**config.mk**
```make
export PLATFORM = sky130hd
export DESIGN_NAME = drfa_refresh_top
export DESIGN_NICKNAME = d
export VERILOG_FILES = /design/src/drfa_pkg.sv /design/src/drfa_refresh_top.sv /design/src/drfa_count4.sv /design/src/drfa_page_sel.sv
export VERILOG_INCLUDE_DIRS = /design/src
export SDC_FILE = /design/constraint.sdc
export NUM_CORES = 1
export LEC_CHECK = 0
export BUFFER_PORTS_ARGS = -buffer_cell sky130_fd_sc_hd__buf_2
export CAP_MARGIN = 0
export CORE_ASPECT_RATIO = 1.4
export CORE_UTILIZATION = 51
export CTS_BUF_LIST = sky130_fd_sc_hd__clkbuf_8
export DETAILED_ROUTE_END_ITERATION = 12
export PLACE_DENSITY = 0.85
export REMOVE_ABC_BUFFERS = 1
export SLEW_MARGIN = 25
export SYNTH_ARGS = -nofsm -noshare
export SYNTH_HDL_FRONTEND = slang
export SYNTH_SLANG_ARGS = --single-unit
```
**constraint.sdc**
```tcl
create_clock -name clk -period 2.51 [get_ports clk]
set_input_delay 0.251 -clock clk [delete_from_list [all_inputs] [get_ports clk]]
set_output_delay 0.251 -clock clk [all_outputs]
set_load 0.02 [all_outputs]
```
**src/drfa_params.svh**
```systemverilog
`ifndef DRFA_PARAMS_SVH
`define DRFA_PARAMS_SVH

// ==========================================================
// clock and cycle timing, times in ns as printed
`define DRFA_CLK_NS      50
`define DRFA_CYCLE_NS    520
`define DRFA_CAE_NS      150
`define DRFA_PAGE_NS     400
`define DRFA_SPONT_NS    4000

// derived cycle counts: least times round up, longest round down
`define DRFA_CYCLE_CNT   ((`DRFA_CYCLE_NS + `DRFA_CLK_NS - 1) / `DRFA_CLK_NS)
`define DRFA_CAE_CNT     ((`DRFA_CAE_NS + `DRFA_CLK_NS - 1) / `DRFA_CLK_NS)
`define DRFA_PAGE_CNT    (`DRFA_PAGE_NS / `DRFA_CLK_NS)
`define DRFA_SPONT_CNT   ((`DRFA_SPONT_NS + `DRFA_CLK_NS - 1) / `DRFA_CLK_NS)

// ==========================================================
// field positions in the refresh counter
`define DRFA_PAGE_LSB    0
`define DRFA_PAGE_MSB    1
`define DRFA_ROW_LSB     2
`define DRFA_ROW_MSB     7

// reset values
`define DRFA_CNT_RST     8'h00
`define DRFA_STAGE_RST   4'h0

`endif

```
**src/drfa_pkg.sv**
```systemverilog
package drfa_pkg;

   // ==========================================================
   // cycle sequencer states
   typedef enum logic [1:0] {
      st_idle,
      st_mach,
      st_refr
   } drfa_state_type;

endpackage

```
**src/drfa_refresh_top.sv**
```systemverilog
`timescale 1ns/1ps
`include "drfa_params.svh"

module drfa_refresh_top
   import drfa_pkg::*;
(
   // clock and reset
   input  wire logic       clk,
   input  wire logic       nrst,
   // cycle requests from bus control
   input  wire logic       mc_req,
   input  wire logic       rc_req,
   // bus address and page selection
   input  wire logic [5:0] bus_row_addr,
   input  wire logic [5:0] bus_col_addr,
   input  wire logic [3:0] bus_page,
   // cycle state
   output logic            machine_cycle_ff,
   output logic            refresh_cycle_ff,
   output logic            column_addr_en_ff,
   output logic            refresh_advance_strobe,
   // dram side
   output logic [5:0]      ram_addr,
   output logic [3:0]      page_line,
   output logic [3:0]      ras_n,
   output logic            drv_en_lo,
   output logic            drv_en_hi
);

   // ==========================================================
   // timing constants
   localparam logic [3:0] TICK_LAST  = 4'(`DRFA_CYCLE_CNT - 1);
   localparam logic [3:0] CAE_TICK   = 4'(`DRFA_CAE_CNT);
   localparam logic [3:0] PAGE_TICKS = 4'(`DRFA_PAGE_CNT);
   localparam logic [7:0] SPONT_LAST = 8'(`DRFA_SPONT_CNT - 1);

   // ==========================================================
   // sequencer state
   drfa_state_type state_ff;
   drfa_state_type nxt_state;
   logic [3:0]     tick_ff;
   logic [3:0]     nxt_tick;
   logic [7:0]     spont_ff;
   logic [7:0]     nxt_spont;
   logic           rc_pend_ff;
   logic           nxt_rc_pend;
   logic           cae_ff;
   logic           nxt_cae;
   logic           strobe_ff;
   logic           nxt_strobe;
   logic           cyc_end;
   logic           spont_due;
   logic           in_refr;

   // counter stages
   logic [3:0]     lo_q;
   logic [3:0]     hi_q;
   logic           lo_carry;
   logic [7:0]     cnt;
   logic [1:0]     page_bits;
   logic [5:0]     refresh_row;
   logic [3:0]     page_mux;

   // dram side registers
   logic           mc_ff;
   logic           nxt_mc;
   logic           rc_ff;
   logic           nxt_rc;
   logic [5:0]     addr_ff;
   logic [5:0]     nxt_addr;
   logic [3:0]     page_ff;
   logic [3:0]     nxt_page;
   logic [3:0]     ras_n_ff;
   logic [3:0]     nxt_ras_n;
   logic           drv_lo_ff;
   logic           nxt_drv_lo;
   logic           drv_hi_ff;
   logic           nxt_drv_hi;
   logic           ras_on;

   // ==========================================================
   // cycle sequencer
   assign in_refr   = (state_ff == st_refr);
   assign cyc_end   = (state_ff != st_idle) && (tick_ff == TICK_LAST);
   assign spont_due = (spont_ff >= SPONT_LAST);

   // machine cycles win a tie; a refresh never preempts one
   always_comb begin
      nxt_state   = state_ff;
      nxt_tick    = tick_ff + 4'h1;
      nxt_rc_pend = rc_pend_ff;
      case (state_ff)
         st_idle: begin
            nxt_tick = 4'h0;
            if (mc_req) begin
               nxt_state = st_mach;
            end else if (rc_pend_ff || rc_req || spont_due) begin
               nxt_state = st_refr;
            end
         end
         st_mach: begin
            if (rc_req) begin
               nxt_rc_pend = 1'b1;
            end
            if (cyc_end) begin
               nxt_tick  = 4'h0;
               nxt_state = (rc_pend_ff || rc_req) ? st_refr : st_idle;
            end
         end
         st_refr: begin
            // mc_req is ignored here; bus control must retry
            if (cyc_end) begin
               nxt_tick  = 4'h0;
               nxt_state = st_idle;
            end
         end
         default: begin
            nxt_state = st_idle;
            nxt_tick  = 4'h0;
         end
      endcase
      if (nxt_state == st_refr && state_ff != st_refr) begin
         nxt_rc_pend = 1'b0;
      end
   end

   always_ff @(posedge clk or negedge nrst) begin
      if (!nrst) begin
         state_ff   <= st_idle;
         tick_ff    <= 4'h0;
         rc_pend_ff <= 1'b0;
      end else begin
         state_ff   <= nxt_state;
         tick_ff    <= nxt_tick;
         rc_pend_ff <= nxt_rc_pend;
      end
   end

   // ==========================================================
   // spontaneous refresh timer: charges while no refresh runs
   // a machine cycle only blocks the trigger, not the charging
   always_comb begin
      nxt_spont = spont_ff;
      if (in_refr) begin
         nxt_spont = 8'h00;
      end else if (!spont_due) begin
         nxt_spont = spont_ff + 8'h01;
      end
   end

   always_ff @(posedge clk or negedge nrst) begin
      if (!nrst) begin
         spont_ff <= 8'h00;
      end else begin
         spont_ff <= nxt_spont;
      end
   end

   // ==========================================================
   // column enable and advance strobe
   // J comes from the active cycle; idle never sets it
   always_comb begin
      nxt_cae    = cae_ff;
      nxt_strobe = 1'b0;
      if (cyc_end) begin
         nxt_cae = 1'b0;
      end else if (tick_ff == CAE_TICK) begin
         nxt_cae = (state_ff != st_idle);
      end
      // strobe lands one tick before the end so cae still holds
      if (in_refr && tick_ff == TICK_LAST - 4'h1) begin
         nxt_strobe = 1'b1;
      end
   end

   always_ff @(posedge clk or negedge nrst) begin
      if (!nrst) begin
         cae_ff    <= 1'b0;
         strobe_ff <= 1'b0;
      end else begin
         cae_ff    <= nxt_cae;
         strobe_ff <= nxt_strobe;
      end
   end

   // ==========================================================
   // refresh counter, low stage gated by column enable
   drfa_count4 u_lo (
      .clk    (clk),
      .nrst   (nrst),
      .cnt_en (cae_ff),
      .adv    (strobe_ff),
      .q      (lo_q),
      .carry  (lo_carry)
   );

   drfa_count4 u_hi (
      .clk    (clk),
      .nrst   (nrst),
      .cnt_en (lo_carry),
      .adv    (strobe_ff),
      .q      (hi_q),
      .carry  ()
   );

   // low two bits page, upper six row, wraps at FF
   assign cnt         = {hi_q, lo_q};
   assign page_bits   = cnt[`DRFA_PAGE_MSB:`DRFA_PAGE_LSB];
   assign refresh_row = cnt[`DRFA_ROW_MSB:`DRFA_ROW_LSB];

   // ==========================================================
   // page selection
   drfa_page_sel u_page (
      .refresh_on (in_refr),
      .page_bits  (page_bits),
      .bus_page   (bus_page),
      .page_sel   (page_mux)
   );

   // strobe window is shared by refresh and machine cycles
   assign ras_on = (state_ff != st_idle) && (tick_ff < PAGE_TICKS);

   // ==========================================================
   // dram side outputs
   always_comb begin
      nxt_mc     = (nxt_state == st_mach);
      nxt_rc     = (nxt_state == st_refr);
      nxt_addr   = cae_ff ? bus_col_addr : bus_row_addr;
      nxt_page   = 4'h0;
      nxt_drv_lo = 1'b0;
      nxt_drv_hi = 1'b0;
      if (in_refr && !cae_ff) begin
         nxt_addr = refresh_row;
      end
      if (ras_on) begin
         nxt_page = page_mux;
      end
      // each driver group serves one pair of pages
      if (in_refr) begin
         nxt_drv_lo = !page_bits[1];
         nxt_drv_hi = page_bits[1];
      end else if (state_ff == st_mach) begin
         nxt_drv_lo = |bus_page[1:0];
         nxt_drv_hi = |bus_page[3:2];
      end
      nxt_ras_n = ~(nxt_page & {4{ras_on}});
   end

   always_ff @(posedge clk or negedge nrst) begin
      if (!nrst) begin
         mc_ff     <= 1'b0;
         rc_ff     <= 1'b0;
         addr_ff   <= 6'h00;
         page_ff   <= 4'h0;
         ras_n_ff  <= 4'hF;
         drv_lo_ff <= 1'b0;
         drv_hi_ff <= 1'b0;
      end else begin
         mc_ff     <= nxt_mc;
         rc_ff     <= nxt_rc;
         addr_ff   <= nxt_addr;
         page_ff   <= nxt_page;
         ras_n_ff  <= nxt_ras_n;
         drv_lo_ff <= nxt_drv_lo;
         drv_hi_ff <= nxt_drv_hi;
      end
   end

   assign machine_cycle_ff       = mc_ff;
   assign refresh_cycle_ff       = rc_ff;
   assign column_addr_en_ff      = cae_ff;
   assign refresh_advance_strobe = strobe_ff;
   assign ram_addr               = addr_ff;
   assign page_line              = page_ff;
   assign ras_n                  = ras_n_ff;
   assign drv_en_lo              = drv_lo_ff;
   assign drv_en_hi              = drv_hi_ff;
endmodule // drfa_refresh_top

```
**src/drfa_count4.sv**
```systemverilog
`timescale 1ns/1ps
`include "drfa_params.svh"

module drfa_count4 (
   // clock and reset
   input  wire logic       clk,
   input  wire logic       nrst,
   // count control
   input  wire logic       cnt_en,
   input  wire logic       adv,
   // stage outputs
   output logic [3:0]      q,
   output logic            carry
);

   logic [3:0] q_ff;
   logic [3:0] nxt_q;

   // ==========================================================
   // next count: steps only when enabled and strobed
   always_comb begin
      nxt_q = q_ff;
      if (cnt_en && adv) begin
         nxt_q = q_ff + 4'h1;   // wraps F to 0
      end
   end

   always_ff @(posedge clk or negedge nrst) begin
      if (!nrst) begin
         q_ff <= `DRFA_STAGE_RST;
      end else begin
         q_ff <= nxt_q;
      end
   end

   // carry only while this stage itself is enabled
   assign q     = q_ff;
   assign carry = cnt_en && (q_ff == 4'hF);

endmodule // drfa_count4

```
**src/drfa_page_sel.sv**
```systemverilog
`timescale 1ns/1ps

module drfa_page_sel (
   // select source
   input  wire logic       refresh_on,
   input  wire logic [1:0] page_bits,
   input  wire logic [3:0] bus_page,
   // page lines
   output logic [3:0]      page_sel
);

   // ==========================================================
   // two bits to one of four lines
   function automatic logic [3:0] decode2(input logic [1:0] b);
      logic [3:0] r;
      r = 4'h0;
      r[b] = 1'b1;
      return r;
   endfunction

   // refresh takes the decoder, otherwise the bus page selects
   always_comb begin
      page_sel = refresh_on ? decode2(page_bits) : bus_page;
   end

endmodule // drfa_page_sel

```
==> impl_metrics.ini, run 1 <==
[final_layout]
fin_nets = 255
fin_util_pct = 63.3
drive_gt1_share_pct = 26.5
final_cells = 265
final_cell_area_um2 = 2350
areaGrowthSynthToFinish_pct = 17.3
final_cell_mix = 39 x dfrtp_1, 39 x buf_2, 17 x nand2_1, 15 x nor2_1
n_antenna_cell = 0

[clock_network]
numCtsBuffers = 5
cts_setup_buffers = 0
ctsRootBufferMaster = clkbuf_8
htree_levels = 2
path_clk_slew_ps = 70
clockBufferDepth = 2
ctsResizeCount = 0
cts_hold_buf = 0
cts.sinks = 43
clkLatencyLatePin_ps = 290
tritoncts = built

[detailed_routing]
num_vias = 1420
drt_iter0_markers = 18
drtPass1Iterations = 4
drc = 0
wl_per_cell_um = 13.2
ant_nets = 0
drt-total-wl_mm = 3.50
vias_per_cell = 5.36

[logic_synthesis]
synth_area_per_cell_um2 = 11.2
synthArstFlopShare_pct = 100
synth_compound_area_share_pct = 9.26
synth.distinct_cells = 32
synth-main-ff-cell = dfrtp_1
yosysWarnings = 0
synthMuxAreaShare_pct = 7.38
syn-cell-area_um2 = 2000
syn_inst = 178
synth-simple-area-share_pct = 12.4
synth_edf_count = 0
post_synth_xor_area_fraction_pct = 5.69
synth_top_family_by_area = simple AND/OR/NAND/NOR gates
ys_seq_elements = 43
yosysSeqAreaShare_pct = 54.0
synth_adder_area_share_pct = 8.13

[global_routing]
antenna_found_initial = 0
grt_max_degree = 44
grt_overflow = 0
first_global_vias = 1414
gr-usage-all-layers_pct = 19.8
grt_pass1_wl_mm = 5.95

[timing]
slew_headroom_pct = 40.0
period_minus_slack_ps = 2060
fin_setup_tns_ps = 0
hold_ws_ps = 85.2
rsz0062_at_grt = false
setup_viol = 0
timing.fmax_mhz = 485
hold_viol = 0
worst-slew-pin-transition_ps = 901
finalCritPeriodShare_pct = 82.2
drv_slew = 0
fin_worst_skew_ps = 4.06

[placed_design]
hpwl_mm = 2.57
place_inst = 257
place.port_buffers = 39
place_area_um2 = 2250
gp_congestion = 0.891

[power_and_ir_drop]
irDropWorstVdd_v = 0.000666
power_density_nw_per_um2 = 1020
p_leak_uw = 0.00120

[floorplanning]
boundaryPins = 40
die_y_um = 76.1
start_util_pct = 53.9
dieWidth_um = 54.9
core-area_um2 = 3710
dieArea_um2 = 4180
row_count = 26

[worst_setup_path]
worstPathArrival_ps = 2240
startpoint_type = register
critPathKind = register to register
path_max_fanout = 6
worstPathRequired_ps = 2690
worstSetupEndpointType = register

[flow_run]
max-cap-violations = 0

[worst_hold_path]
hold_class = primary input to asynchronous set/reset pin

[outcome]
status = complete, no violations
worst max-delay path: stages (launching register included):
cell,delay [ps]
dfrtp_1,420
inv_1,100
ha_1,270
nand4bb_1,300
a32o_1,320
a221o_1,330
and4b_1,220
metrics by stage:
| stage | total power, µW | setup slack [ps] |
|---|---|---|
| after detailed placement | 1960 | 482 |
| after global placement | 1930 | 554 |
| after floorplan | 1670 | 650 |
| final | 2400 | 447 |
| after CTS | 2430 | 458 |
| after global routing | 2600 | 353 |
area by class of cell:
type                    instances  area, µm²
multi-input cells             119        858
well taps                      42       52.6
repair buffers                 41        210
clock buffers                   7       96.3
clock inverters                 1       3.75
inverters                      12       45.0
fillers                       315       1360
flip-flops and latches         43       1080
metal layers:
layer / share of wire (%) / GRT usage, %
met1: 39 / 21.3
met2: 54 / 32.9
met3: 4.5 / 6.79
met4: 2.3 / 9.00
met5: 0 / 0
state kept, by name, summed over array words and instances (netlist names):
signal,flops
page_line,4
ras_n,4
refresh_advance_strobe,1
machine_cycle_ff,1
state_ff,2
rc_pend_ff,1
drv_en_lo,1
spont_ff,8
drv_en_hi,1
refresh_cycle_ff,1
column_addr_en_ff,1
u_hi.q,4
ram_addr,6
u_lo.q,4
tick_ff,4
final timing paths:
check                                 from                to  slack [ps]  cells after the start
max                            state_ff[0]  refresh_cycle_ff         450                      6
min                                   nrst       ram_addr[3]          90                      1
max reg2reg                    state_ff[0]  refresh_cycle_ff         450                      6
min reg2reg                      u_hi.q[3]         u_hi.q[3]         480                      1
max in group asynchronous             nrst      page_line[0]        1850                      1
min in group clk           bus_col_addr[4]       ram_addr[4]         170                      3
cells in the mapped netlist (all sizes together) (2+ instances only):
cell    instances  area, µm²
ha             13        163
a21o            2       15.0
nor2b           3       18.8
and4b           2       20.0
dfstp           4        105
and3            3       18.8
a21oi           5       25.0
mux2i           8       80.1
o211ai          2       15.0
nor2           15       56.3
xor2            4       35.0
nand2          17       63.8
xnor2           9       78.8
a41oi           2       17.5
nand3           5       25.0
o21ai          11       55.1
clkbuf          3       11.3
dfrtp          39        976
inv            12       45.0
a211oi          3       27.5
mux2            6       67.6
power breakdown:
| part | internal (µW) | switching, µW |
|---|---|---|
| sequential | 908 | 113 |
| clock | 247 | 214 |
| combinational | 363 | 558 |
| total | 1520 | 885 |
kinds of logic (layout without fill, tap and decap cells):
logic type	after synthesis	after routing
AOI/OAI and AO/OA	28	28
xor gates and xnor gates	13	13
adders and majority gates	13	13
buffers and inverters	16	61
DFF	43	43
muxes	14	14
and+or+nand+nor	51	51
No activity file was read; power rests on OpenSTA's default activity.
==> run 2, diff against run 1 <==
--- a/config.mk
+++ b/config.mk
@@ -12,7 +12,7 @@
 export CORE_UTILIZATION = 51
 export CTS_BUF_LIST = sky130_fd_sc_hd__clkbuf_8
 export DETAILED_ROUTE_END_ITERATION = 12
-export PLACE_DENSITY = 0.85
+export PLACE_DENSITY = 0.88
 export REMOVE_ABC_BUFFERS = 1
 export SLEW_MARGIN = 25
 export SYNTH_ARGS = -nofsm -noshare
==> constraint.sdc (replaced) <==
create_clock -name clk -period 1.7 [get_ports clk]
set_input_delay 0.17 -clock clk [delete_from_list [all_inputs] [get_ports clk]]
set_output_delay 0.17 -clock clk [all_outputs]
set_load 0.02 [all_outputs]
==> impl_metrics.ini, run 2 (synthesis gave the netlist of run 1 again) <==
[final_layout]
fin_nets = 282
n_antenna_cell = 0
largest_register_ff_count = 8
final_cell_mix = 39 x dfrtp_1, 39 x buf_2, 26 x buf_4, 17 x nand2_1, 15 x nor2_1
top_register = spont_ff
areaGrowthSynthToFinish_pct = 30.5
drive_gt1_share_pct = 37.2

[timing]
layout_setup_ws_ps = -55.3
period_minus_slack_ps = 1760
slew_headroom_pct = 73.8
finalCritPeriodShare_pct = 103
worst-slew-pin-transition_ps = 391
rsz0062_at_grt = true
drv_slew = 0
fin_worst_skew_ps = 5.72
timing.fmax_mhz = 570
hold_viol = 0
fin_setup_tns_ps = -61.3
setup_viol = 2

[clock_network]
ctsRootBufferMaster = clkbuf_8
path_clk_slew_ps = 80
numCtsBuffers = 5
htree_levels = 2
tritoncts = built
cts.sinks = 43
clkLatencyLatePin_ps = 300
clockBufferDepth = 2

[floorplanning]
row_count = 26
start_util_pct = 53.9
core-area_um2 = 3710
boundaryPins = 40
dieArea_um2 = 4180
dieWidth_um = 54.9
die_y_um = 76.1

[power_and_ir_drop]
p_switching_uw = 1470
power_density_nw_per_um2 = 1520
seqPwrFrac_pct = 36.8
p_int_uw = 2490
switching_share_pct = 37.2
p_leak_uw = 0.00133
combPwrFrac_pct = 47.9
finalPower_uw = 3960
irDropWorstVdd_v = 0.00103
clockPowerShare_pct = 15.3

[global_routing]
grt_overflow = 0
first_global_vias = 1603
antenna_found_initial = 0
grt_pass1_wl_mm = 7.02
grt_max_degree = 18
gr-usage-all-layers_pct = 23.2

[worst_setup_path]
crit_family = compound AO/OA/AOI/OAI gates
startpoint_type = register
worstSetupEndpointType = register
worstPathRequired_ps = 1890
cp_num_buf_inv = 0
worstPathCellList = ha_2, a311o_1, a21o_1, a221o_1, and4b_1
worstPathArrival_ps = 1950
cp_slowest_cell = dfrtp_1
path_max_fanout = 4
critical-path-max-stage-delay_ps = 390
critPathKind = register to register

[outcome]
violations = setup timing
status = complete, but fails checks

[detailed_routing]
ant_nets = 0
drt_iter0_markers = 51
drtPass1Iterations = 4
wl_per_cell_um = 13.9
num_vias = 1536
vias_per_cell = 5.26
drt-total-wl_mm = 4.06
drc = 0

[placed_design]
gp_congestion = 0.845
hpwl_mm = 2.98
place.port_buffers = 39

[flow_run]
max-cap-violations = 0

[worst_hold_path]
hold_class = primary input to register
==> run 2: cell types whose count changed in the layout (fill, tap and decap cells not counted), moves of 2 or more <==
| cell | before | now |
|---|---|---|
| clkbuf_8 | 7 | 5 |
| buf_4 | 2 | 26 |
| ha_4 | 0 | 2 |
| ha_1 | 13 | 9 |
| ha_2 | 0 | 2 |
==> run 2: power groups by stage <==
stage,registers (µW),logic [µW],clock network (µW)
6_report,1460,1890,605
5_1_grt,1500,2100,665
4_1_cts,1450,1790,618
3_5_place_dp,1470,1740,0
3_3_place_gp,1450,1680,0
2_1_floorplan,1770,696,0
==> run 2: area by class of cell <==
type	instances	area (µm²)
Clock buffer	5	68.8
Clock inverter	3	12.5
Fill cell	253	1100
Inverter	12	45.0
Multi-Input combinational cell	119	920
Sequential cell	43	1080
Tap cell	42	52.6
Timing Repair Buffer	68	432
==> run 2: metal layers <==
layer,track usage (%),vias up,share of wire [%]
met5,0,-,0
met4,9.75,0,2.7
met3,6.79,10,3.9
met2,38.0,33,53
met1,27.0,744,40
li1,-,749,-
==> run 2: through the flow <==
step / setup slack, ps / util, % / std cells / cell area [µm²] / hold slack [ps]
floorplan: -160 / - / 174 / 1980 / -126
global placement: -143 / 65.8 / 281 / 2440 / 72.6
detailed placement: -160 / 65.8 / 281 / 2440 / 81.1
CTS: -68.7 / 69.0 / 291 / 2560 / 68.7
global route: -125 / 70.4 / 292 / 2610 / 81.8
finish: -55.3 / 70.4 / 292 / 2610 / 74.5
==> run 2: path summary, 6_finish.rpt <==
| kind | from | end | slack [ps] | depth (start not counted) |
|---|---|---|---|---|
| max | spont_ff[1] | refresh_cycle_ff | -60 | 5 |
| min | bus_col_addr[1] | ram_addr[1] | 70 | 3 |
| max reg2reg | spont_ff[1] | refresh_cycle_ff | -60 | 5 |
| min reg2reg | u_hi.q[3] | u_hi.q[3] | 490 | 1 |
| max in group asynchronous | nrst | ras_n[1] | 820 | 3 |
| min in group asynchronous | nrst | ram_addr[1] | 290 | 2 |
==> run 2: tightest hold or removal path, cell delays in order <==
cell and delay (ps):
buf_2 80, nand2_1 40, o21ai_0 60
==> run 2: repair_timing <==
action / in CTS / in global routing
hold endpoints to repair: 12 / 0
gates cloned: 0 / 0
hold buffers: 1 / 0
pin swaps: 5 / 3
setup buffers: 1 / 1
setup endpoints to repair: 7 / 7
gates resized for setup: 2 / 10
==> run 3, diff against run 2 <==
--- a/config.mk
+++ b/config.mk
@@ -12,9 +12,11 @@
 export CORE_UTILIZATION = 51
 export CTS_BUF_LIST = sky130_fd_sc_hd__clkbuf_8
 export DETAILED_ROUTE_END_ITERATION = 12
+export HOLD_SLACK_MARGIN = 0.12
 export PLACE_DENSITY = 0.88
 export REMOVE_ABC_BUFFERS = 1
 export SLEW_MARGIN = 25
 export SYNTH_ARGS = -nofsm -noshare
 export SYNTH_HDL_FRONTEND = slang
+export SYNTH_HIERARCHICAL = 1
 export SYNTH_SLANG_ARGS = --single-unit
==> impl_metrics.ini, run 3 <==
[clock_network]
cts.sinks = 43
tritoncts = built
path_clk_slew_ps = 80
numCtsBuffers = 5
clockBufferDepth = 2
ctsRootBufferMaster = clkbuf_8
cts_setup_buffers = 0
clkLatencyLatePin_ps = 300
htree_levels = 2

[power_and_ir_drop]
irDropWorstVdd_v = 0.000983
p_leak_uw = 0.00127
finalPower_uw = 3680
power_density_nw_per_um2 = 1450

[final_layout]
regArea_um2 = 1080
final_cell_area_um2 = 2540
top_register = spont_ff
n_antenna_cell = 0
final_cell_mix = 39 x dfrtp_1, 39 x buf_2, 15 x nor2_1, 14 x o21ai_0
fin_util_pct = 68.6
final_cells = 288
areaGrowthSynthToFinish_pct = 26.8
fin_nets = 275
largest_register_ff_count = 8
drive_gt1_share_pct = 33.7
multi_input_comb_area_um2 = 888
fillers = 267

[detailed_routing]
drt-total-wl_mm = 3.98
ant_nets = 0
drtPass1Iterations = 5
drc = 0
vias_per_cell = 5.24
num_vias = 1509
wl_per_cell_um = 13.8
drt_iter0_markers = 15

[timing]
setup_viol = 0
timing.fmax_mhz = 621
fin_worst_skew_ps = 4.41
period_minus_slack_ps = 1610
finalCritPeriodShare_pct = 94.8
drv_slew = 0
hold_ws_ps = 155
slew_headroom_pct = 67.5
worst-slew-pin-transition_ps = 487
rsz0062_at_grt = false
hold_viol = 0

[worst_setup_path]
path_max_fanout = 4
worstSetupEndpointType = register
worstPathCellList = ha_1, nand3_1, a21oi_2, o41a_1, and3_1
startpoint_type = register
critical-path-max-stage-delay_ps = 440
critPathKind = register to register
cp_slowest_cell = o41a_1
worstPathRequired_ps = 1890
worstPathArrival_ps = 1800

[logic_synthesis]
syn_inst = 181
synth_area_per_cell_um2 = 11.1
syn-cell-area_um2 = 2000
yosysWarnings = 6

[floorplanning]
row_count = 26
dieArea_um2 = 4190
dieWidth_um = 55.0
core-area_um2 = 3710
start_util_pct = 54.0
boundaryPins = 40
die_y_um = 76.2

[outcome]
status = complete, no violations

[placed_design]
place_area_um2 = 2360
hpwl_mm = 2.76
gp_congestion = 0.878
place.port_buffers = 39
place_inst = 273

[global_routing]
grt_max_degree = 24
grt_pass1_wl_mm = 6.73
gr-usage-all-layers_pct = 22.3
first_global_vias = 1526
grt_overflow = 0
antenna_found_initial = 0

[flow_run]
max-cap-violations = 0

[worst_hold_path]
hold_class = primary input to register
## run 3: stage by stage
| stage | setup WS, ps | setup TNS (ps) |
|---|---|---|
| 2_1_floorplan | -315 | -1140 |
| 6_report | 88.9 | 0 |
| 4_1_cts | 15.9 | 0 |
| 3_3_place_gp | 67.7 | 0 |
| 5_1_grt | 2.17 | 0 |
| 3_5_place_dp | 27.3 | 0 |
## run 3: cell type report
class / count / area share (%)
repair buffers: 60 / 15.1
well taps: 42 / 2.07
flip-flops and latches: 43 / 42.5
inverters: 14 / 2.07
clock buffers: 5 / 2.71
multi-input cells: 121 / 34.9
clock inverters: 3 / 0.640
## run 3: path summary, 6_finish.rpt
path	from	slack, ps	cells after the start	to
max	spont_ff[0]	90	5	refresh_cycle_ff
min in group asynchronous	nrst	360	2	state_ff[0]
max reg2reg	spont_ff[0]	90	5	refresh_cycle_ff
min	bus_row_addr[5]	150	3	ram_addr[5]
max in group asynchronous	nrst	780	3	ras_n[3]
min reg2reg	u_hi/q[3]	490	1	u_hi/q[3]
## run 3: power by group
part / total, µW / internal [µW] / switching (µW)
Sequential: 1490 / 1340 / 148
Combinational: 1560 / 643 / 921
Clock: 634 / 281 / 353
Total: 3680 / 2260 / 1420
## run 3: timing repair
| action | in CTS | in global routing |
|---|---|---|
| pin swaps | 1 | 5 |
| endpoints found under the setup margin | 2 | 4 |
| resized for setup | 1 | 8 |
| hold endpoints to repair | 26 | 0 |
| hold buffers | 7 | 0 |
## run 3: critical path, delay by kind of cell (launching register included)
family,cells,cell delay [ps]
flops,1,410
fa+ha+maj,1,220
simple gates,2,340
compound gates,2,540
## run 3: routing by layer
metal	GRT usage [%]	routed length [µm]	vias to the layer above
li1	-	-	749
met2	36.7	2100	43
met1	24.9	1570	704
met3	5.19	159	13
met4	12.5	146	0
met5	0	0	-
